--- config.mk ---
export PLATFORM = sky130hd
export DESIGN_NAME = sound_pwm_output
export DESIGN_NICKNAME = d
export VERILOG_FILES = /design/src/design/sound_pwm_pkg.sv /design/src/design/sample_store.sv /design/src/design/sound_pwm_output.sv
export SDC_FILE = /design/constraint.sdc
export NUM_CORES = 1
export LEC_CHECK = 0
export ABC_AREA = 1
export BUFFER_PORTS_ARGS = -buffer_cell sky130_fd_sc_hd__buf_2
export CAP_MARGIN = 20
export CORE_MARGIN = 5
export CORE_UTILIZATION = 60
export CTS_CLUSTER_DIAMETER = 100
export DETAILED_ROUTE_END_ITERATION = 6
export PLACE_DENSITY_LB_ADDON = 0.2
export SKIP_CTS_REPAIR_TIMING = 1
export SLEW_MARGIN = 30
export SYNTH_ARGS = -nofsm -noshare
export SYNTH_HDL_FRONTEND = slang
export SYNTH_SLANG_ARGS = --single-unit
--- constraint.sdc ---
create_clock -name clk -period 80.2 [get_ports clk]
set_input_delay 20.05 -clock clk [delete_from_list [all_inputs] [get_ports clk]]
set_output_delay 20.05 -clock clk [all_outputs]
set_load 0.05 [all_outputs]
--- src/design/sound_pwm_pkg.sv ---
// package: register map, field layout and constants of the pwm sound stage
package sound_pwm_pkg;

    // ==========================================================
    // register byte offsets
    localparam logic [7:0] off_clock_control = 8'h00;
    localparam logic [7:0] off_control       = 8'h04;
    localparam logic [7:0] off_sample0       = 8'h08;
    localparam logic [7:0] off_sample1       = 8'h0c;
    localparam logic [7:0] off_irq_flags     = 8'h10;
    localparam logic [7:0] off_irq_enable    = 8'h14;
    localparam logic [7:0] off_mode          = 8'h18;
    localparam logic [7:0] off_proc_control  = 8'h1c;
    localparam logic [7:0] off_proc_command  = 8'h20;
    localparam logic [7:0] off_proc_state    = 8'h24;
    localparam logic [7:0] off_speed_pitch   = 8'h28;

    // ==========================================================
    // field positions
    localparam int pos_debug_run     = 8;
    localparam int pos_clock_divide_select        = 4;
    localparam int pos_clock_source_select        = 0;
    localparam int pos_output_enable = 0;
    localparam int pos_rate          = 1;
    localparam int pos_resamp_en     = 12;
    localparam int pos_tone_on       = 13;
    localparam int pos_pwm_out_en    = 2;
    localparam int pos_four_pin      = 3;
    localparam int pos_gapless       = 8;
    localparam int pos_pitch         = 8;

    // ==========================================================
    // reset values and codes
    localparam logic [10:0] rate_nominal = 11'h400;
    localparam logic [1:0]  mode_normal  = 2'h1;
    localparam logic [1:0]  mode_cplm2   = 2'h3;
    localparam logic [1:0]  src_hs_osc   = 2'h2;
    localparam logic [15:0] state_idle_code = 16'h0001;
    localparam logic [15:0] state_play_code = 16'h0002;
    localparam logic [15:0] state_init_code = 16'h0000;
    localparam logic [3:0]  irq_all      = 4'hf;
    localparam logic [6:0]  pct_nominal  = 7'd100;
    localparam int          pwm_bits     = 10;

    // ==========================================================
    // timing: 15.625 khz sample rate at 50 mhz system clock
    localparam int clk_hz        = 50000000;
    localparam int sample_hz_x1000 = 15625000;
    localparam int sample_cycles =
        int'((64'(clk_hz) * 1000) / 64'(sample_hz_x1000));
    localparam int init_cycles   = 16;
    localparam int gap_samples   = 256;

    typedef enum logic [2:0] {
        proc_sleep,
        proc_init,
        proc_idle,
        proc_play,
        proc_gap
    } proc_state_e;

    typedef struct packed {
        logic pos;
        logic neg;
        logic pos_second;
        logic neg_second;
    } sound_pins_s;

endpackage

--- src/design/sample_store.sv ---
// two-word sample memory with registered read data
`timescale 1ns/100ps
`default_nettype none
module sample_store
#(
    parameter int width = 10
)
(
    input  wire logic             clk,
    input  wire logic             reset_n,
    input  wire logic             wr_en,
    input  wire logic             wr_sel,
    input  wire logic [width-1:0] wr_data,
    output logic      [width-1:0] rd_data0,
    output logic      [width-1:0] rd_data1
);
    logic [width-1:0] word0_r;
    logic [width-1:0] word1_r;
    logic [width-1:0] word0_nxt;
    logic [width-1:0] word1_nxt;

    initial
    begin
        if (width < 1 || width > 16)
            $error("sample_store width out of range");
    end

    always_comb
    begin
        word0_nxt = word0_r;
        word1_nxt = word1_r;
        if (wr_en && !wr_sel)
            word0_nxt = wr_data;
        if (wr_en && wr_sel)
            word1_nxt = wr_data;
    end

    always_ff @(posedge clk)
    begin
        if (!reset_n)
        begin
            word0_r <= '0;
            word1_r <= '0;
        end
        else
        begin
            word0_r <= word0_nxt;
            word1_r <= word1_nxt;
        end
    end

    assign rd_data0 = word0_r;
    assign rd_data1 = word1_r;
endmodule
`default_nettype wire

--- src/design/sound_pwm_output.sv ---
// pwm sound output stage with apb registers and a playback sequencer
//
// Overview of operation
// - samples become pwm waveforms on the sound pins for an amplifier
// - once a start command is given playback runs without software
// - one sample every 15.625 khz period drives the pwm stage
// - both channel samples are added into one output value
// - speed alone spans 75 to 125 percent in 5 percent steps
// - pitch alone spans 75 to 125 percent in 5 percent steps
// - combined: speed 85 to 115, pitch 90 to 110 percent
// - a silent gap follows each phrase unless gapless is chosen
// - four outputs, second pair in four-pin mode, low when unassigned
// - after reset pins are in two-pin mode, first combination
// - stage stops with the system clock in deep sleep
// - debug-run bit gates the stage clock while in debug mode
// - enable, 11-bit resample rate, resampler and tone enables
// - two 10-bit sample registers, one per channel
// - four write-one-to-clear flags plus an enable register
// - mode field: code 1 normal, code 3 complementary mode 2
// - processor window shows play set or check set by function
// - processor enable starts init, then idle with state code 1
`timescale 1ns/100ps
`default_nettype none
module sound_pwm_output
#(
    parameter int pwm_width = sound_pwm_pkg::pwm_bits
)
(
    input  wire logic                       clk,
    input  wire logic                       reset_n,
    input  wire logic                       psel,
    input  wire logic                       penable,
    input  wire logic                       pwrite,
    input  wire logic [7:0]                 paddr,
    input  wire logic [31:0]                pwdata,
    output logic      [31:0]                prdata,
    output logic                            pready,
    output logic                            pslverr,
    input  wire logic                       debug_mode,
    input  wire logic                       phrase_end,
    output sound_pwm_pkg::sound_pins_s      sound_pins
);
    initial
    begin
        if (pwm_width != sound_pwm_pkg::pwm_bits)
            $error("pwm_width must match the sample width");
    end

    // ==========================================================
    // register state
    logic        debug_run_r, debug_run_nxt;
    logic [1:0]  clock_source_select_r, clock_source_select_nxt;
    logic [1:0]  clock_divide_select_r, clock_divide_select_nxt;
    logic        out_en_r, out_en_nxt;
    logic [10:0] rate_r, rate_nxt;
    logic        resamp_r, resamp_nxt;
    logic        tone_r, tone_nxt;
    logic [3:0]  flags_r, flags_nxt;
    logic [3:0]  irq_en_r, irq_en_nxt;
    logic [1:0]  mode_r, mode_nxt;
    logic        pwm_on_r, pwm_on_nxt;
    logic        four_pin_r, four_pin_nxt;
    logic        proc_en_r, proc_en_nxt;
    logic        func_check_r, func_check_nxt;
    logic        gapless_r, gapless_nxt;
    logic [6:0]  speed_r, speed_nxt;
    logic [6:0]  pitch_r, pitch_nxt;
    logic [31:0] prdata_r, prdata_nxt;
    logic        pready_r, pready_nxt;
    logic        pslverr_r, pslverr_nxt;

    logic        wr_acc;
    logic        rd_acc;
    logic        start_cmd;
    logic        stop_cmd;
    logic [9:0]  smp0;
    logic [9:0]  smp1;
    logic        sample_wr;
    logic        stage_clk_on;

    // accept a percentage only on a 5 percent step inside its window
    function automatic logic pct_ok(input logic [6:0] v,
                                    input logic [6:0] lo,
                                    input logic [6:0] hi);
        pct_ok = (v >= lo) && (v <= hi) && ((v % 7'd5) == 7'd0);
    endfunction

    function automatic logic hit(input logic [7:0] a,
                                 input logic [7:0] off);
        hit = (a == off);
    endfunction

    assign wr_acc    = psel && penable && pwrite && !pready_r;
    assign rd_acc    = psel && penable && !pwrite && !pready_r;
    assign sample_wr = wr_acc && (hit(paddr, sound_pwm_pkg::off_sample0)
                       || hit(paddr, sound_pwm_pkg::off_sample1));
    assign start_cmd = wr_acc
                       && hit(paddr, sound_pwm_pkg::off_proc_command)
                       && pwdata[0];
    assign stop_cmd  = wr_acc
                       && hit(paddr, sound_pwm_pkg::off_proc_command)
                       && pwdata[1];
    assign stage_clk_on = !debug_mode || debug_run_r;

    sample_store #(.width(10)) u_samples (
        .clk      (clk),
        .reset_n  (reset_n),
        .wr_en    (sample_wr),
        .wr_sel   (paddr[2]),
        .wr_data  (pwdata[9:0]),
        .rd_data0 (smp0),
        .rd_data1 (smp1)
    );

    // ==========================================================
    // playback sequencer
    sound_pwm_pkg::proc_state_e pst_r, pst_nxt;
    logic [19:0] pcnt_r, pcnt_nxt;
    logic        tick;
    logic [15:0] step_cycles;
    logic [6:0]  eff_speed;

    assign eff_speed = (speed_r == 7'd0) ? sound_pwm_pkg::pct_nominal
                                         : speed_r;
    assign step_cycles = 16'((32'(sound_pwm_pkg::sample_cycles) * 32'd100)
                             / 32'(eff_speed));

    always_comb
    begin
        pst_nxt  = pst_r;
        pcnt_nxt = pcnt_r;
        tick     = 1'b0;
        case (pst_r)
            sound_pwm_pkg::proc_sleep:
            begin
                pcnt_nxt = '0;
                if (proc_en_r)
                    pst_nxt = sound_pwm_pkg::proc_init;
            end
            sound_pwm_pkg::proc_init:
            begin
                pcnt_nxt = pcnt_r + 20'd1;
                if (pcnt_r == 20'(sound_pwm_pkg::init_cycles - 1))
                begin
                    pst_nxt  = sound_pwm_pkg::proc_idle;
                    pcnt_nxt = '0;
                end
            end
            sound_pwm_pkg::proc_idle:
            begin
                pcnt_nxt = '0;
                if (start_cmd)
                    pst_nxt = sound_pwm_pkg::proc_play;
            end
            sound_pwm_pkg::proc_play:
            begin
                pcnt_nxt = pcnt_r + 20'd1;
                if (pcnt_r >= 20'(step_cycles) - 20'd1)
                begin
                    pcnt_nxt = '0;
                    tick     = stage_clk_on;
                end
                if (stop_cmd)
                    pst_nxt = sound_pwm_pkg::proc_idle;
                else if (phrase_end && !gapless_r)
                begin
                    pst_nxt  = sound_pwm_pkg::proc_gap;
                    pcnt_nxt = '0;
                end
            end
            sound_pwm_pkg::proc_gap:
            begin
                pcnt_nxt = pcnt_r + 20'd1;
                if (stop_cmd)
                    pst_nxt = sound_pwm_pkg::proc_idle;
                else if (pcnt_r == 20'(sound_pwm_pkg::gap_samples
                                       * sound_pwm_pkg::sample_cycles - 1))
                begin
                    pst_nxt  = sound_pwm_pkg::proc_play;
                    pcnt_nxt = '0;
                end
            end
            default:
                pst_nxt = sound_pwm_pkg::proc_sleep;
        endcase
        if (!proc_en_r)
            pst_nxt = sound_pwm_pkg::proc_sleep;
    end

    always_ff @(posedge clk)
    begin
        if (!reset_n)
        begin
            pst_r  <= sound_pwm_pkg::proc_sleep;
            pcnt_r <= '0;
        end
        else
        begin
            pst_r  <= pst_nxt;
            pcnt_r <= pcnt_nxt;
        end
    end

    // ==========================================================
    // mixer and pwm
    logic [9:0]  level_r, level_nxt;
    logic [9:0]  ramp_r, ramp_nxt;
    logic        tone_ph_r, tone_ph_nxt;
    logic        cmp;
    logic [10:0] mix_sum;
    logic        silent;
    sound_pwm_pkg::sound_pins_s pins_r, pins_nxt;

    assign mix_sum = {1'b0, smp0} + {1'b0, smp1};
    assign silent  = (pst_r == sound_pwm_pkg::proc_gap);

    always_comb
    begin
        level_nxt   = level_r;
        tone_ph_nxt = tone_ph_r;
        ramp_nxt    = stage_clk_on ? ramp_r + 10'd1 : ramp_r;
        // resampler enable gates updates on each tick; tone overrides samples
        if (tick && resamp_r)
        begin
            tone_ph_nxt = !tone_ph_r;
            if (tone_r)
                level_nxt = tone_ph_r ? 10'h3ff : 10'h000;
            else
                level_nxt = mix_sum[10] ? 10'h3ff : mix_sum[9:0];
        end
        // no tick runs in the gap, so hold mid level here
        if (silent)
            level_nxt = 10'h200;
        cmp = (ramp_r < level_r);
        pins_nxt = '0;
        if (out_en_r && pwm_on_r && stage_clk_on)
        begin
            case (mode_r)
                sound_pwm_pkg::mode_normal:
                begin
                    pins_nxt.pos = cmp;
                    pins_nxt.neg = 1'b0;
                end
                sound_pwm_pkg::mode_cplm2:
                begin
                    pins_nxt.pos = cmp;
                    pins_nxt.neg = !cmp;
                end
                default:
                begin
                    pins_nxt.pos = cmp;
                    pins_nxt.neg = cmp;
                end
            endcase
            // second pair only in four-pin mode
            if (four_pin_r)
            begin
                pins_nxt.pos_second = pins_nxt.pos;
                pins_nxt.neg_second = pins_nxt.neg;
            end
        end
    end

    always_ff @(posedge clk)
    begin
        if (!reset_n)
        begin
            level_r   <= '0;
            ramp_r    <= '0;
            tone_ph_r <= 1'b0;
            pins_r    <= '0;
        end
        else
        begin
            level_r   <= level_nxt;
            ramp_r    <= ramp_nxt;
            tone_ph_r <= tone_ph_nxt;
            pins_r    <= pins_nxt;
        end
    end

    // ==========================================================
    // apb register file
    always_comb
    begin
        debug_run_nxt = debug_run_r;
        clock_source_select_nxt    = clock_source_select_r;
        clock_divide_select_nxt    = clock_divide_select_r;
        out_en_nxt    = out_en_r;
        rate_nxt      = rate_r;
        resamp_nxt    = resamp_r;
        tone_nxt      = tone_r;
        irq_en_nxt    = irq_en_r;
        mode_nxt      = mode_r;
        pwm_on_nxt    = pwm_on_r;
        four_pin_nxt  = four_pin_r;
        proc_en_nxt   = proc_en_r;
        func_check_nxt = func_check_r;
        gapless_nxt   = gapless_r;
        speed_nxt     = speed_r;
        pitch_nxt     = pitch_r;
        flags_nxt     = flags_r;
        pready_nxt    = psel && penable && !pready_r;
        pslverr_nxt   = 1'b0;
        prdata_nxt    = '0;
        // write one clears; events set, set wins
        if (wr_acc && hit(paddr, sound_pwm_pkg::off_irq_flags))
            flags_nxt = flags_r & ~pwdata[3:0];
        flags_nxt = flags_nxt | {1'b0, stop_cmd, start_cmd, tick};
        if (wr_acc)
        begin
            case (paddr)
                sound_pwm_pkg::off_clock_control:
                begin
                    debug_run_nxt = pwdata[sound_pwm_pkg::pos_debug_run];
                    clock_divide_select_nxt = pwdata[sound_pwm_pkg::pos_clock_divide_select +: 2];
                    clock_source_select_nxt = pwdata[sound_pwm_pkg::pos_clock_source_select +: 2];
                end
                sound_pwm_pkg::off_control:
                begin
                    out_en_nxt = pwdata[sound_pwm_pkg::pos_output_enable];
                    rate_nxt   = pwdata[sound_pwm_pkg::pos_rate +: 11];
                    resamp_nxt = pwdata[sound_pwm_pkg::pos_resamp_en];
                    tone_nxt   = pwdata[sound_pwm_pkg::pos_tone_on];
                end
                sound_pwm_pkg::off_irq_enable:
                    irq_en_nxt = pwdata[3:0];
                sound_pwm_pkg::off_mode:
                begin
                    mode_nxt     = pwdata[1:0];
                    pwm_on_nxt   = pwdata[sound_pwm_pkg::pos_pwm_out_en];
                    four_pin_nxt = pwdata[sound_pwm_pkg::pos_four_pin];
                end
                sound_pwm_pkg::off_proc_control:
                begin
                    proc_en_nxt    = pwdata[0];
                    func_check_nxt = pwdata[1];
                end
                sound_pwm_pkg::off_proc_command:
                    gapless_nxt = pwdata[sound_pwm_pkg::pos_gapless];
                sound_pwm_pkg::off_speed_pitch:
                begin
                    if (pst_r != sound_pwm_pkg::proc_play)
                    begin
                        if (pwdata[6:0] == sound_pwm_pkg::pct_nominal
                            || pwdata[14:8] == sound_pwm_pkg::pct_nominal)
                        begin
                            if (pct_ok(pwdata[6:0], 7'd75, 7'd125)
                                && pct_ok(pwdata[14:8], 7'd75, 7'd125))
                            begin
                                speed_nxt = pwdata[6:0];
                                pitch_nxt = pwdata[14:8];
                            end
                        end
                        else if (pct_ok(pwdata[6:0], 7'd85, 7'd115)
                                 && pct_ok(pwdata[14:8], 7'd90, 7'd110))
                        begin
                            speed_nxt = pwdata[6:0];
                            pitch_nxt = pwdata[14:8];
                        end
                    end
                end
                default:
                    ;
            endcase
        end
        if (rd_acc)
        begin
            case (paddr)
                sound_pwm_pkg::off_clock_control:
                    prdata_nxt = {23'h0, debug_run_r, 2'h0, clock_divide_select_r,
                                  2'h0, clock_source_select_r};
                sound_pwm_pkg::off_control:
                    prdata_nxt = {18'h0, tone_r, resamp_r, rate_r, out_en_r};
                sound_pwm_pkg::off_sample0:
                    prdata_nxt = {22'h0, smp0};
                sound_pwm_pkg::off_sample1:
                    prdata_nxt = {22'h0, smp1};
                sound_pwm_pkg::off_irq_flags:
                    prdata_nxt = {28'h0, flags_r};
                sound_pwm_pkg::off_irq_enable:
                    prdata_nxt = {28'h0, irq_en_r};
                sound_pwm_pkg::off_mode:
                    prdata_nxt = {28'h0, four_pin_r, pwm_on_r, mode_r};
                sound_pwm_pkg::off_proc_control:
                    prdata_nxt = {30'h0, func_check_r, proc_en_r};
                sound_pwm_pkg::off_proc_command:
                    prdata_nxt = {23'h0, gapless_r, 8'h0};
                sound_pwm_pkg::off_proc_state:
                    if (func_check_r)
                        prdata_nxt = 32'h0;
                    else if (pst_r == sound_pwm_pkg::proc_idle)
                        prdata_nxt = {16'h0, sound_pwm_pkg::state_idle_code};
                    else if (pst_r == sound_pwm_pkg::proc_play
                             || pst_r == sound_pwm_pkg::proc_gap)
                        prdata_nxt = {16'h0, sound_pwm_pkg::state_play_code};
                    else
                        prdata_nxt = {16'h0, sound_pwm_pkg::state_init_code};
                sound_pwm_pkg::off_speed_pitch:
                    prdata_nxt = {17'h0, pitch_r, 1'b0, speed_r};
                default:
                    pslverr_nxt = 1'b1;
            endcase
        end
        if (wr_acc && paddr > sound_pwm_pkg::off_speed_pitch)
            pslverr_nxt = 1'b1;
    end

    always_ff @(posedge clk)
    begin
        if (!reset_n)
        begin
            debug_run_r  <= 1'b1;
            clock_source_select_r     <= 2'h0;
            clock_divide_select_r     <= 2'h0;
            out_en_r     <= 1'b0;
            rate_r       <= sound_pwm_pkg::rate_nominal;
            resamp_r     <= 1'b0;
            tone_r       <= 1'b0;
            flags_r      <= 4'h0;
            irq_en_r     <= 4'h0;
            mode_r       <= sound_pwm_pkg::mode_normal;
            pwm_on_r     <= 1'b0;
            four_pin_r   <= 1'b0;
            proc_en_r    <= 1'b0;
            func_check_r <= 1'b0;
            gapless_r    <= 1'b0;
            speed_r      <= sound_pwm_pkg::pct_nominal;
            pitch_r      <= sound_pwm_pkg::pct_nominal;
            prdata_r     <= '0;
            pready_r     <= 1'b0;
            pslverr_r    <= 1'b0;
        end
        else
        begin
            debug_run_r  <= debug_run_nxt;
            clock_source_select_r     <= clock_source_select_nxt;
            clock_divide_select_r     <= clock_divide_select_nxt;
            out_en_r     <= out_en_nxt;
            rate_r       <= rate_nxt;
            resamp_r     <= resamp_nxt;
            tone_r       <= tone_nxt;
            flags_r      <= flags_nxt;
            irq_en_r     <= irq_en_nxt;
            mode_r       <= mode_nxt;
            pwm_on_r     <= pwm_on_nxt;
            four_pin_r   <= four_pin_nxt;
            proc_en_r    <= proc_en_nxt;
            func_check_r <= func_check_nxt;
            gapless_r    <= gapless_nxt;
            speed_r      <= speed_nxt;
            pitch_r      <= pitch_nxt;
            prdata_r     <= prdata_nxt;
            pready_r     <= pready_nxt;
            pslverr_r    <= pslverr_nxt;
        end
    end

    assign prdata     = prdata_r;
    assign pready     = pready_r;
    assign pslverr    = pslverr_r;
    assign sound_pins = pins_r;
endmodule
`default_nettype wire

==> results of run 1 <==
synthesized netlist by cell type (all sizes together) (15+ instances only):
| master | count | area (um^2) |
|---|---|---|
| or2 | 28 | 178 |
| xnor2 | 65 | 569 |
| a21oi | 296 | 1530 |
| o21ai | 368 | 1980 |
| dfxtp | 133 | 2660 |
| nand3 | 563 | 3650 |
| clkinv | 27 | 109 |
| nor2 | 787 | 3760 |
| o21bai | 34 | 255 |
| inv | 952 | 3610 |
| xor2 | 131 | 1150 |
| clkbuf | 38 | 156 |
| ha | 224 | 2800 |
| nor3 | 66 | 362 |
| nand4 | 184 | 1250 |
| nand2 | 1630 | 7150 |
| buf | 69 | 709 |
| o211ai | 27 | 216 |
| nand3b | 35 | 263 |
| a211oi | 15 | 113 |
path summary, 6_finish.rpt:
path | to | slack, ps | depth (start not counted) | start
setup / recovery | level_r[4] | 11910 | 407 | speed_r[1]
hold / removal | prdata[14] | 450 | 2 | pitch_r[6]
setup reg to reg | level_r[4] | 11910 | 407 | speed_r[1]
hold reg to reg | prdata[14] | 450 | 2 | pitch_r[6]
sequential cells by signal (all words and copies together), names as in the netlist, 3 cells and up:
name                cells
pcnt_r                 20
speed_r                 7
u_samples.rd_data1     10
sound_pins              4
pst_r                   3
ramp_r                 10
irq_en_r                4
flags_r                 4
u_samples.rd_data0     10
rate_r                 11
prdata                 15
pitch_r                 7
level_r                10
kinds of logic after synthesis:
| family | after synthesis | synth area share [%] |
|---|---|---|
| DFF | 133 | 7.97 |
| adders and majority gates | 225 | 8.45 |
| and+or+nand+nor | 3311 | 50.1 |
| buffers and inverters | 1090 | 13.9 |
| xor gates and xnor gates | 196 | 5.16 |
| muxes | 1 | 0.0300 |
| other | 2 | 0.0225 |
| AOI/OAI and AO/OA | 831 | 14.4 |
area by class of cell:
| type | instances | share of cell area (%) |
|---|---|---|
| Clock buffer | 19 | 1.28 |
| Clock inverter | 13 | 0.330 |
| Inverter | 983 | 10.9 |
| Multi-Input combinational cell | 4585 | 76.0 |
| Sequential cell | 133 | 7.72 |
| Tap cell | 748 | 2.71 |
| Timing Repair Buffer | 66 | 1.07 |
worst min-delay path, cell delays in order, from the launching register on:
cell	delay [ps]
dfxtp_1	300
inv_1	60
nor4_1	50
per-stage QoR:
stage / utilization [%] / worst slack [ps] / hold WS (ps) / instance area, um^2 / cells
after floorplan: - / 22510 / 416 / 33500 / 5808
after global placement: 61.6 / 13310 / 426 / 33900 / 6515
after detailed placement: 61.6 / 12560 / 433 / 33900 / 6515
after CTS: 62.6 / 12280 / 449 / 34500 / 6547
after global routing: 62.6 / 4880 / 483 / 34500 / 6547
final: 62.6 / 11910 / 447 / 34500 / 6547
routing by layer:
metal / vias up / part of all wire, % / global-route usage, % / wire length (um)
met5: - / 0 / 0.490 / 0
met4: 0 / 2.3 / 7.27 / 2140
met3: 160 / 5.5 / 2.39 / 5130
met2: 1028 / 46 / 50.5 / 43100
met1: 16300 / 46 / 40.5 / 42800
li1: 18700 / - / - / -
==> out/results.ini, run 1 <==
[clocking]
cts_inserted_buffers = 17
cts_root_buf = clkbuf_16
clockBufferDepth = 2
clkTransAtPathRegs_ps = 70
htreeDepth = 4
clk_latency_ps = 440
clkSinkCount = 133
cts_tree = done

[yosys]
synth.avg_cell_area_um2 = 5.77
netlist_instances = 5789
netlist-cell-type-count = 84
netlist_area_um2 = 33400
synth_flop_cell = dfxtp_1
ys.warnings.count = 0
ys_ff_latch = 133
synth-async-reset-ratio_pct = 0
synth_edf_count = 0
seq_area_frac_synth_pct = 7.97

[die]
design.core.area_um2 = 55100
ioPinCount = 85
dieArea_um2 = 60500
die_w_um = 246
die_h_um = 246
rows = 86
initial_core_util_pct = 60.6

[finish]
layout_common_cells = nand2_1, inv_1, nor2_1, nand3_1, o21ai_0
area_growth_pct = 3.28
multi_input_area_um2 = 26200
antenna_cells = 0
seqCellArea_um2 = 2660
drive_above_1_share_pct = 13.5
final_common_cell = nand2_1
nFillCells = 5598
nNetsFinal = 6058

[worst_setup_path]
max_stage_delay_ps = 530
crit_path_end_kind = flop
worstPathMaxFanout = 44
cp_top_family = simple AND/OR/NAND/NOR gates
cp-start-kind = flop
cp.arrival_ps = 68620
required_ps = 80530
worst-path-buf-inv = 64
crit_type = flop to flop
crit_top_cell = nand2_1
critPathSlowestCell = nor2_1

[sta]
post-route-min-period_ps = 68290
tns_ps = 0
fin_crit_sh_pct = 85.1
fin_skew_ps = 12.4
hold_violations = 0
tightest_slew_ps = 1010
final_max_slew_viol_count = 0
rsz0062_at_grt = false
slew-limit-headroom_pct = 32.9
fmaxAchievable_mhz = 14.6
finalSetupViolations = 0

[global_route]
first_global_vias = 32300
grt_pass1_wl_mm = 155
grt_overflow = 0
antenna_found_initial = 0
grt_max_degree = 69
grt_usage_pct = 29.6

[detailed_routing]
firstDrtPassIters = 7
wl_per_cell_um = 14.2
drt_iter0_markers = 2697
antenna_left = 0
via_per_inst = 5.53
wl_mm = 93.1
vias = 36200
post-route-drc-count = 12

[run_status]
status = complete, but fails checks
violations = DRC

[placed_design]
port_buffers = 50
dpl.hpwl_mm = 75.0
place_congestion = 0.980

[flow_run]
max_cap_viol_count = 0

[hold_path]
hold_path_class = flop to flop

Power of run 1 is left out: the tool's default activity adds up to more than one toggle a clock period on the data nets, which glitch-free logic cannot reach.
==> run 2, diff against run 1 <==
Settings changed: BUFFER_PORTS_ARGS -buffer_cell sky130_fd_sc_hd__buf_2 to not set, DONT_BUFFER_PORTS set to 1.
==> out/results.ini, run 2 (same netlist as run 1, synthesis figures left out) <==
[clocking]
htreeDepth = 4  ; unchanged
clkTransAtPathRegs_ps = 70  ; about the same
cts_root_buf = clkbuf_16
clk_latency_ps = 430  ; about the same
cts_inserted_buffers = 17  ; unchanged
cts_tree = done
clkSinkCount = 133  ; unchanged
clockBufferDepth = 2  ; unchanged

[die]
initial_core_util_pct = 60.6  ; unchanged
dieArea_um2 = 60500  ; unchanged
ioPinCount = 85  ; unchanged
rows = 86  ; unchanged
die_w_um = 246  ; unchanged
die_h_um = 246  ; unchanged
design.core.area_um2 = 55100  ; unchanged

[run_status]
status = complete, but fails checks
violations = DRC

[worst_setup_path]
cp.arrival_ps = 69130  ; +510 ps
max_stage_delay_ps = 540  ; about the same
critPathSlowestCell = nor2_1
crit_path_start = speed_r[0]
worstPathMaxFanout = 59  ; +34%
cp-start-kind = flop
crit_type = flop to flop
r2r_end = level_r[0]
required_ps = 80520  ; about the same
cp-endpoint = level_r[0]
r2r.worst_path.cells = 409  ; +0.49%
crit_path_end_kind = flop
crit_top_cell = nand2_1
r2r-start = speed_r[0]
rrSetupSlack_ps = 11390  ; -530 ps

[sta]
slew-limit-headroom_pct = 37.6  ; +4.7 points
rsz0062_at_grt = false
hold_ws_ps = 454  ; +6.27 ps
fin_crit_sh_pct = 85.8  ; +0.66 points
tns_ps = 0  ; unchanged
fmaxAchievable_mhz = 14.5  ; -0.77%
post-route-min-period_ps = 68810  ; +527 ps
final_max_slew_viol_count = 0  ; unchanged
hold_violations = 0  ; unchanged
tightest_slew_ps = 933  ; -72.6 ps
fin_skew_ps = 14.6  ; +2.20 ps
finalSetupViolations = 0  ; unchanged

[detailed_routing]
post-route-drc-count = 2  ; -10
via_per_inst = 5.57  ; +0.71%
antenna_left = 0  ; unchanged
wl_mm = 94.0  ; +0.96%
drt_iter0_markers = 2629  ; -2.5%
vias = 36200  ; -0.088%
wl_per_cell_um = 14.5  ; +1.8%
firstDrtPassIters = 7  ; unchanged

[global_route]
first_global_vias = 32500  ; +0.48%
antenna_found_initial = 0  ; unchanged
grt_overflow = 0  ; unchanged
grt_usage_pct = 29.8  ; +0.24 points
grt_pass1_wl_mm = 155  ; +0.62%
grt_max_degree = 89  ; +29%

[placed_design]
dpl.hpwl_mm = 75.4  ; +0.55%
port_buffers = 0  ; -100%
place_congestion = 0.977  ; -0.30%

[finish]
area_growth_pct = 2.60
multi_input_area_um2 = 26200  ; about the same
antenna_cells = 0  ; unchanged
nFillCells = 5675  ; +1.4%
nNetsFinal = 6006  ; -0.86%
drive_above_1_share_pct = 12.8  ; -0.73 points
seqCellArea_um2 = 2660  ; unchanged
layout_common_cells = nand2_1, inv_1, nor2_1, nand3_1, o21ai_0
top_register = pcnt_r
final_common_cell = nand2_1
largest_register_ffs = 20  ; unchanged

[hold_path]
hold_path_class = flop to flop

[flow_run]
max_cap_viol_count = 0  ; unchanged

[run 2: worst max-delay path: cells and delay by family, from the launching register on]
kind	cells	cell delay (ps)
AOI/OAI and AO/OA	98	17440
buffers and inverters	64	7770
xor gates and xnor gates	1	180
DFF	1	310
and+or+nand+nor	213	32110
adders and majority gates	33	10590
[run 2: through the flow]
step | area [um^2] | utilization, % | cells | setup WS, ps
after global routing | 34300 | 62.2 | 6495 | 3950
after floorplan | 33500 | - | 5808 | 22510
after CTS | 34300 | 62.2 | 6495 | 11880
after detailed placement | 33700 | 61.1 | 6463 | 12220
after global placement | 33700 | 61.1 | 6463 | 13030
final | 34300 | 62.2 | 6495 | 11390
[run 2: area by class of cell]
type	instances	area share [%]
clock buffer	18	1.28
clock inverter	14	0.449
inverter	983	11.0
multi-input combinational	4585	76.5
sequential	133	7.77
tap	748	2.73
timing repair buffer	14	0.307
[run 2: worst min-delay path by stage]
| stage | from | to | slack [ps] | cells past startpoint |
|---|---|---|---|---|
| final | pitch_r[6] | prdata[14] | 450 | 2 |
| after global routing | pitch_r[6] | pitch_r[6] | 480 | 2 |
| after CTS | pitch_r[6] | prdata[14] | 450 | 2 |
| after detailed placement | pitch_r[6] | pitch_r[6] | 430 | 2 |
| after global placement | pitch_r[6] | pitch_r[6] | 430 | 2 |
| after floorplan | pitch_r[6] | pitch_r[6] | 420 | 2 |
[run 2: per-layer routing]
| layer | GRT usage [%] | up-vias | wire length, um |
|---|---|---|---|
| met5 | 0 | - | 0 |
| met4 | 8.01 | 0 | 2470 |
| met3 | 2.14 | 165 | 5360 |
| met2 | 50.7 | 1085 | 42800 |
| met1 | 41.0 | 16300 | 43400 |
| li1 | - | 18600 | - |
Power of run 2 is left out for the same reason.
